==> config.mk <==
export PLATFORM = sky130hd
export DESIGN_NAME = misc_control_throttle_register
export DESIGN_NICKNAME = d
export VERILOG_FILES = /design/src/pkg/misc_control_pkg.sv /design/src/core/misc_control_throttle_register.sv
export SDC_FILE = /design/constraint.sdc
export NUM_CORES = 1
export LEC_CHECK = 0
export ABC_AREA = 0
export BUFFER_PORTS_ARGS = -buffer_cell sky130_fd_sc_hd__buf_2
export CORE_ASPECT_RATIO = 0.5
export CORE_MARGIN = 2
export CORE_UTILIZATION = 47
export CTS_BUF_LIST = sky130_fd_sc_hd__clkbuf_4
export DETAILED_ROUTE_END_ITERATION = 10
export PLACE_DENSITY = 0.9
export SETUP_SLACK_MARGIN = 0.1
export SLEW_MARGIN = 30
export SYNTH_ARGS = -nofsm -noshare
export SYNTH_HDL_FRONTEND = slang
export SYNTH_SLANG_ARGS = --single-unit
==> constraint.sdc <==
create_clock -name clk_sys -period 1.54 [get_ports clk_sys]
set_clock_uncertainty 0.05 [all_clocks]
set_input_delay 0.231 -clock clk_sys [delete_from_list [all_inputs] [get_ports clk_sys]]
set_output_delay 0.231 -clock clk_sys [all_outputs]
set_load 0.1 [all_outputs]
==> src/pkg/misc_control_pkg.sv <==
// Package: register map, field layout and decoded limits of misc_control
package misc_control_pkg;
  localparam int ADDR_W = 8;
  localparam logic [7:0] OFF_MISC_CONTROL = 8'h72;
  localparam logic [15:0] RESET_MISC_CONTROL = 16'h0000;
  localparam logic [15:0] WRITABLE_MASK = 16'h00fb;
  localparam int POS_READ_THR = 6;
  localparam int POS_WRITE_THR = 4;
  localparam int POS_LOCK = 3;
  localparam int POS_LOOKAHEAD = 1;
  localparam int POS_WIN_SEL = 0;
  localparam int BW_W = 10;
  localparam logic [9:0] READ_BW_00 = 10'h320;
  localparam logic [9:0] READ_BW_01 = 10'h2bc;
  localparam logic [9:0] READ_BW_10 = 10'h258;
  localparam logic [9:0] READ_BW_11 = 10'h1f4;
  localparam logic [9:0] WRITE_BW_00 = 10'h320;
  localparam logic [9:0] WRITE_BW_01 = 10'h1f4;
  localparam logic [9:0] WRITE_BW_10 = 10'h190;
  localparam logic [9:0] WRITE_BW_11 = 10'h12c;
  localparam logic [6:0] GTT_SIZE_64 = 7'h40;
  localparam logic [6:0] GTT_SIZE_32 = 7'h20;

  typedef struct packed {
    logic [9:0] read_limit_mbps;
    logic read_limited;
    logic [9:0] write_limit_mbps;
    logic write_limited;
    logic lookahead_en;
    logic [6:0] gtt_size_mb;
  } misc_ctl_t;
endpackage : misc_control_pkg

==> src/core/misc_control_throttle_register.sv <==
// Misc control register: throttle limits, lock, lookahead and table size
// Summary of operation
// - Read throttle code 00/01/10/11 gives no cap, 700, 600, 500 MB/s.
// - Write throttle code 00/01/10/11 gives no cap, 500, 400, 300 MB/s.
// - Lock bit 3 is set by a write of one and stays set until reset.
// - While locked, writes to bits 7 to 3 are ignored.
// - After reset the register reads all zeros.
// - Bit 1 enables lookahead for the block new requests decision.
// - In internal graphics mode bit 0 selects a 64 MB or 32 MB table.
// - Aperture control bit 0 low is port mode, high internal graphics.
module misc_control_throttle_register
  import misc_control_pkg::*;
(
  input wire logic clk_sys, // 200 MHz clock
  input wire logic rstn, // Async reset, active low
  input wire logic clk_en, // Freezes all state when low
  input wire logic [ADDR_W-1:0] addr, // Byte address
  input wire logic [15:0] wdata, // Write data
  input wire logic wr_en, // Write strobe
  input wire logic rd_en, // Read strobe
  output logic [15:0] rdata, // Read data, cycle after strobe
  input wire logic aperture_gfx_mode, // Aperture control bit 0
  output misc_ctl_t ctl // Decoded controls
);

  logic [15:0] misc_control;
  logic locked;
  logic hit;
  misc_ctl_t next_ctl;

  assign hit = (addr == OFF_MISC_CONTROL);
  assign locked = misc_control[POS_LOCK];

  // ****************************************
  // Register write
  // ****************************************
  always_ff @(posedge clk_sys or negedge rstn) begin
    if (!rstn) begin
      misc_control <= RESET_MISC_CONTROL;
    end else if (clk_en && wr_en && hit) begin
      if (locked) begin
        misc_control[1:0] <= wdata[1:0];
      end else begin
        misc_control <= wdata & WRITABLE_MASK;
      end
    end
  end

  // ****************************************
  // Register read
  // ****************************************
  always_ff @(posedge clk_sys or negedge rstn) begin
    if (!rstn) begin
      rdata <= 16'h0000;
    end else if (clk_en) begin
      if (rd_en && hit) begin
        rdata <= misc_control;
      end else begin
        rdata <= 16'h0000;
      end
    end
  end

  // ****************************************
  // Decode of controls
  // ****************************************
  always_comb begin
    next_ctl = '0;
    case (misc_control[POS_READ_THR +: 2])
      2'h0: next_ctl.read_limit_mbps = READ_BW_00;
      2'h1: next_ctl.read_limit_mbps = READ_BW_01;
      2'h2: next_ctl.read_limit_mbps = READ_BW_10;
      default: next_ctl.read_limit_mbps = READ_BW_11;
    endcase
    next_ctl.read_limited = (misc_control[POS_READ_THR +: 2] != 2'h0);
    case (misc_control[POS_WRITE_THR +: 2])
      2'h0: next_ctl.write_limit_mbps = WRITE_BW_00;
      2'h1: next_ctl.write_limit_mbps = WRITE_BW_01;
      2'h2: next_ctl.write_limit_mbps = WRITE_BW_10;
      default: next_ctl.write_limit_mbps = WRITE_BW_11;
    endcase
    next_ctl.write_limited = (misc_control[POS_WRITE_THR +: 2] != 2'h0);
    next_ctl.lookahead_en = misc_control[POS_LOOKAHEAD];
    if (aperture_gfx_mode) begin
      next_ctl.gtt_size_mb = misc_control[POS_WIN_SEL] ? GTT_SIZE_32
                                                       : GTT_SIZE_64;
    end else begin
      next_ctl.gtt_size_mb = 7'h00;
    end
  end

  always_ff @(posedge clk_sys or negedge rstn) begin
    if (!rstn) begin
      ctl <= '0;
    end else if (clk_en) begin
      ctl <= next_ctl;
    end
  end

  // ****************************************
  // Checks
  // ****************************************
  a_lock_sticky: assert property (
    @(posedge clk_sys) disable iff (!rstn)
    locked |=> locked)
    else $error("lock bit cleared without reset");

  a_lock_freezes: assert property (
    @(posedge clk_sys) disable iff (!rstn)
    locked |=> $stable(misc_control[7:3]))
    else $error("locked field changed");

  a_reserved_zero: assert property (
    @(posedge clk_sys) disable iff (!rstn)
    misc_control[15:8] == 8'h00 && !misc_control[2])
    else $error("reserved bit set");

  a_write_takes: assert property (
    @(posedge clk_sys) disable iff (!rstn)
    clk_en && wr_en && hit && !locked |=>
      misc_control == ($past(wdata) & WRITABLE_MASK))
    else $error("unlocked write not stored");

  a_read_limit: assert property (
    @(posedge clk_sys) disable iff (!rstn)
    clk_en && misc_control[7:6] == 2'h3 |=> ctl.read_limit_mbps == 10'h1f4)
    else $error("read limit wrong");

  a_write_limit: assert property (
    @(posedge clk_sys) disable iff (!rstn)
    clk_en && misc_control[5:4] == 2'h2 |=> ctl.write_limit_mbps == 10'h190)
    else $error("write limit wrong");

  a_lookahead_out: assert property (
    @(posedge clk_sys) disable iff (!rstn)
    clk_en |=> ctl.lookahead_en == $past(misc_control[1]))
    else $error("lookahead not forwarded");

  a_gtt_size: assert property (
    @(posedge clk_sys) disable iff (!rstn)
    clk_en && aperture_gfx_mode && misc_control[0] |=>
      ctl.gtt_size_mb == 7'h20)
    else $error("table size wrong");

  a_read_data: assert property (
    @(posedge clk_sys) disable iff (!rstn)
    clk_en && rd_en && hit |=> rdata[15:8] == 8'h00 && !rdata[2])
    else $error("read shows reserved bits");

  // ****************************************
  // Checks of read codes 00/01/10 and write codes 00/01/11
  // ****************************************
  a_read_free: assert property (
    @(posedge clk_sys) disable iff (!rstn)
    clk_en && misc_control[POS_READ_THR +: 2] == 2'h0 |=>
      ctl.read_limit_mbps == READ_BW_00 && !ctl.read_limited)
    else $error("read code zero gives a limit");

  a_read_mid: assert property (
    @(posedge clk_sys) disable iff (!rstn)
    clk_en && misc_control[POS_READ_THR +: 2] == 2'h1 |=>
      ctl.read_limit_mbps == READ_BW_01 && ctl.read_limited)
    else $error("read code one limit wrong");

  a_read_low: assert property (
    @(posedge clk_sys) disable iff (!rstn)
    clk_en && misc_control[POS_READ_THR +: 2] == 2'h2 |=>
      ctl.read_limit_mbps == READ_BW_10 && ctl.read_limited)
    else $error("read code two limit wrong");

  a_write_free: assert property (
    @(posedge clk_sys) disable iff (!rstn)
    clk_en && misc_control[POS_WRITE_THR +: 2] == 2'h0 |=>
      ctl.write_limit_mbps == WRITE_BW_00 && !ctl.write_limited)
    else $error("write code zero gives a limit");

  a_write_high: assert property (
    @(posedge clk_sys) disable iff (!rstn)
    clk_en && misc_control[POS_WRITE_THR +: 2] == 2'h1 |=>
      ctl.write_limit_mbps == WRITE_BW_01 && ctl.write_limited)
    else $error("write code one limit wrong");

  a_write_low: assert property (
    @(posedge clk_sys) disable iff (!rstn)
    clk_en && misc_control[POS_WRITE_THR +: 2] == 2'h3 |=>
      ctl.write_limit_mbps == WRITE_BW_11 && ctl.write_limited)
    else $error("write code three limit wrong");

  // ****************************************
  // Checks of lock, table size and read port
  // ****************************************
  a_lock_sets: assert property (
    @(posedge clk_sys) disable iff (!rstn)
    clk_en && wr_en && hit && wdata[POS_LOCK] |=>
      misc_control[POS_LOCK])
    else $error("lock write not taken");

  a_lock_blocks: assert property (
    @(posedge clk_sys) disable iff (!rstn)
    clk_en && wr_en && hit && locked |=>
      misc_control[7:3] == $past(misc_control[7:3]))
    else $error("locked write reached bits 7 to 3");

  a_locked_low_bits: assert property (
    @(posedge clk_sys) disable iff (!rstn)
    clk_en && wr_en && hit && locked |=>
      misc_control[1:0] == $past(wdata[1:0]))
    else $error("low bits not written while locked");

  a_gtt_default: assert property (
    @(posedge clk_sys) disable iff (!rstn)
    clk_en && aperture_gfx_mode && !misc_control[POS_WIN_SEL] |=>
      ctl.gtt_size_mb == GTT_SIZE_64)
    else $error("default table size wrong");

  a_port_mode: assert property (
    @(posedge clk_sys) disable iff (!rstn)
    clk_en && !aperture_gfx_mode |=> ctl.gtt_size_mb == 7'h00)
    else $error("table size shown in port mode");

  a_read_shows: assert property (
    @(posedge clk_sys) disable iff (!rstn)
    clk_en && rd_en && hit |=> rdata == $past(misc_control))
    else $error("read data differ from register");

  a_read_idle: assert property (
    @(posedge clk_sys) disable iff (!rstn)
    clk_en && !(rd_en && hit) |=> rdata == 16'h0000)
    else $error("read data without a read hit");

  a_reset_clear: assert property (
    @(posedge clk_sys)
    !rstn |=> misc_control == RESET_MISC_CONTROL && ctl == '0)
    else $error("state not cleared by reset");

endmodule : misc_control_throttle_register

==> out/qor.log <==
[run_status] run status complete, no violations
[placed_design] worst setup timing slack at the placement stage -0.255 ns
[drt] overall via count from detail_route 1082
[synth] top cell type's share of synthesized area 50.7%
[synth] library cell with the highest instance count after synthesis sky130_fd_sc_hd__dfrtp_1
[critical_path] top fanout value on the critical path 3
[placed_design] buffers added on ports 48
[synth] largest cells by area after synthesis sky130_fd_sc_hd__dfrtp_1 51%, sky130_fd_sc_hd__buf_4 10%, sky130_fd_sc_hd__ha_1 7.9%
[synth] post-synthesis sequential area ratio 50.7%
[floorplan] Starting Density 50.9%
[critical_path] crit start category input pin
[drt] number of optimization iterations in the first detailed-route pass 4
[global_routing] global routing usage summed across all routing layers 16.4%
[critical_path] sort of element at the end of the critical path flop
[placed_design] routability-driven placement congestion ratio 0.773
[global_routing] vias in the first global route 1026
[clocking] Num Clock Sinks 32
[cells_and_area] utilization after layout 61.1%
[synth] cell taking the most area after synthesis sky130_fd_sc_hd__dfrtp_1
[global_routing] total global routing overflow 0
[min_path] worst hold path endpoint misc_control[3]
[drt] routed length on met2 1530 um
[critical_path] Worst EP required 1.70 ns
[flow_run] number of max-cap violations 0
[synth] syn_area_per_cell 11.0 um^2
[critical_path] Critical Path, Cell by Cell buf_2 -> or4b_4 -> nor3_2 -> buf_4 -> mux2_2
[clocking] number of buffers inserted during clock tree synthesis 5
[clocking] TritonCTS clock tree yes
[critical_path] buffer and inverter count on the worst path 2
[synth] most common library cells after synthesis 32 x sky130_fd_sc_hd__dfrtp_1, 21 x sky130_fd_sc_hd__buf_4, 21 x sky130_fd_sc_hd__inv_1, 11 x sky130_fd_sc_hd__mux2_2, 10 x sky130_fd_sc_hd__ha_1
[critical_path] critical path type in2reg
[cells_and_area] total inserted antenna cells 0
[drt] routed wire length 2920 um
[global_routing] antenna violations before repair 0
[critical_path] R2R depth 2
[timing] setup-violating endpoint count in the final report 0
[synth] post-synthesis instance total 143
[floorplan] # rows 14
[critical_path] startpoint of the worst register-to-register path misc_control[3]
[floorplan] die width 86.0 um
[min_path] cell depth of the worst hold path 2
[critical_path] critical register-to-register path endpoint misc_control[6]
[cells_and_area] Filler Cells Inserted 228
[drt] met1 wire length 1180 um
[power] pwr/cell area 1000 nW/um^2
[synth] async set-reset flop share out of synthesis 100%
[drt] DRC violations left 0
[floorplan] DIE AREA 3870 um^2
[synth] number of warning messages in the yosys log 0
[synth] number of enable flip-flop cells after synthesis 0
[timing] crit path setup slack, layout 0.122 ns
[critical_path] arrival time worst endpoint 1.58 ns
[timing] setup repair after global routing missed its margin true
[drt] met3 wire len 171 um
[min_path] startpoint of the tightest hold check path wdata[3]
[power] Pleak 0.000995 uW
[synth] cell area after synthesis 1580 um^2
[cells_and_area] post-layout net count 234
[timing] hold violation count in the final report 0
[timing] Fmax 705 MHz
[timing] Final period util 92.1%
[floorplan] height of the die 45.0 um
[clocking] root buffer cell sky130_fd_sc_hd__clkbuf_4
[critical_path] flop2flop setup slack 0.17 ns
[critical_path] slowest stage delay, CP 0.57 ns
[timing] hold slack 0.0543 ns
[critical_path] crit path max-delay cell type sky130_fd_sc_hd__or4b_4
[drt] uppermost routed layer met4
[synth] post-synthesis register bit count 32
[floorplan] Std-Cell Core Area 3100 um^2
[global_routing] global-route wire length before repair 4690 um
[drt] Final ANT Viol Nets 0
[timing] final period demand of the worst path 1.42 ns
[floorplan] count of boundary I/O pins 76
[cells_and_area] layout cell share with drive strength beyond 1 40.0%
[timing] Final Max Tran Viols 0
[placed_design] Post-DP HPWL 2180 um
[cells_and_area] area growth from synthesis to final layout 20.0%
[clocking] clock insertion delay at the later pin of the skew report 0.33 ns
[clocking] CTS clock-pin slew for the worst setup and hold paths 0.09 ns
[global_routing] largest net degree at the start of global routing 38
[clocking] buffer levels on the longest clock path 2
[synth] number of library cell types mapped by synthesis 24
[power] largest voltage drop on the vdd net 0.000443 V
[critical_path] family with the most delay on the worst path simple AND/OR/NAND/NOR gates
[clocking] Post-CTS Repair Setup Buffers 0
[drt] DRT iter0 DRCs 77
[drt] via-per-instance ratio 4.60
[drt] post-DR wirelength/cell 12.4 um
[min_path] Hold Path Class in2reg
[synth] Synth Flop Type sky130_fd_sc_hd__dfrtp_1
[placed_design] count of placed standard cells including taps 226
[clocking] CTS H-tree lvls 2
[cells_and_area] number of cells in the finished layout apart from fillers 235
==> worst max-delay path by stage <==
stage / from / endpoint / slack [ns] / depth (start not counted)
2_1_floorplan: addr[0] / misc_control[0] / -0.08 / 3
3_3_place_gp: addr[0] / misc_control[6] / -0.23 / 4
3_5_place_dp: addr[0] / misc_control[7] / -0.26 / 4
4_1_cts: ctl[27] / ctl[22] / 0.10 / 1
5_1_grt: ctl[19] / ctl[19] / 0.09 / 1
6_report: addr[0] / misc_control[0] / 0.12 / 5
==> sequential cells by signal (all words and copies together), names as in the netlist <==
register / count
rdata: 7
ctl: 18
misc_control: 7
==> worst register-to-register path: cells and delay by family, from the launching register on <==
family / cells / cell delay (ns)
and+or+nand+nor: 1 / 0.41
DFF: 1 / 0.42
muxes: 1 / 0.37
==> logic make-up (layout without fill, tap and decap cells) <==
kind of cell             Yosys count  after routing  synth area share (%)
AO/OA/AOI/OAI                     14             14                  5.23
adder cells (fa/ha/maj)           10             10                  7.92
buffers and inverters             47             82                  16.2
flip-flops                        32             32                  50.7
multiplexers                      17             17                  11.6
other                              1             18                 0.237
AND/OR/NAND/NOR                   22             22                  8.00
==> per-layer routing <==
layer | up-vias | track usage, %
met3 | 5 | 5.48
met1 | 509 | 20.0
met2 | 44 | 27.4
met4 | 0 | 7.30
li1 | 524 | -
met5 | - | 0
==> power breakdown <==
| group | total, uW | internal (uW) | switching, uW | leakage [uW] |
|---|---|---|---|---|
| combinational | 531 | 75.9 | 455 | 0.000556 |
| sequential | 883 | 866 | 17.3 | 0.000404 |
| clock | 483 | 211 | 272 | 0.0000338 |
| total | 1900 | 1150 | 745 | 0.000995 |
==> cell usage in the layout (no fill, tap or decap) <==
cell type,Yosys,routed
sky130_fd_sc_hd__buf_2,1,34
sky130_fd_sc_hd__dfrtp_1,32,29
sky130_fd_sc_hd__inv_1,21,21
sky130_fd_sc_hd__clkbuf_4,0,21
sky130_fd_sc_hd__conb_1,1,18
sky130_fd_sc_hd__mux2_2,11,11
sky130_fd_sc_hd__ha_1,10,10
sky130_fd_sc_hd__nand2_1,8,8
sky130_fd_sc_hd__o22ai_1,7,7
sky130_fd_sc_hd__mux2i_1,6,6
sky130_fd_sc_hd__nor2_1,6,6
sky130_fd_sc_hd__buf_4,21,4
sky130_fd_sc_hd__a21oi_1,3,3
sky130_fd_sc_hd__o21ai_0,3,3
sky130_fd_sc_hd__dfrtp_2,0,3
sky130_fd_sc_hd__nand4b_1,1,1
sky130_fd_sc_hd__or4b_4,1,1
sky130_fd_sc_hd__or3_1,1,1
sky130_fd_sc_hd__nor4_4,1,1
sky130_fd_sc_hd__nor3_2,0,1
sky130_fd_sc_hd__a21o_2,1,1
sky130_fd_sc_hd__nand3b_1,1,1
sky130_fd_sc_hd__or2_2,1,1
sky130_fd_sc_hd__nand3_1,1,1
sky130_fd_sc_hd__clkinv_1,0,1
sky130_fd_sc_hd__dlygate4sd3_1,0,1
==> stage by stage <==
| stage | power (uW) | setup TNS [ns] | cell area, um^2 |
|---|---|---|---|
| after CTS | 1900 | 0 | 1860 |
| after global routing | 1970 | 0 | 1900 |
| after detailed placement | 1420 | -2.30 | 1790 |
| after floorplan | 1380 | -0.448 | 1650 |
| after global placement | 1410 | -1.60 | 1790 |
| final | 1900 | 0 | 1900 |
==> cell type report <==
class | count | area [um^2] | share of cell area (%)
clock inverter | 1 | 3.75 | 0.198
clock buffer | 7 | 52.6 | 2.77
timing repair buffer | 53 | 315 | 16.6
multi-input combinational | 81 | 591 | 31.2
inverter | 21 | 78.8 | 4.16
sequential | 32 | 805 | 42.4
tap | 40 | 50.0 | 2.64
==> repair_timing <==
action,4_1_cts,5_1_grt
endpoints found under the hold margin,26,0
pin swaps,1,0
setup endpoints to repair,2,16
hold buffers,1,0
resized for setup,1,14
Power figures use the tool's default switching activity.
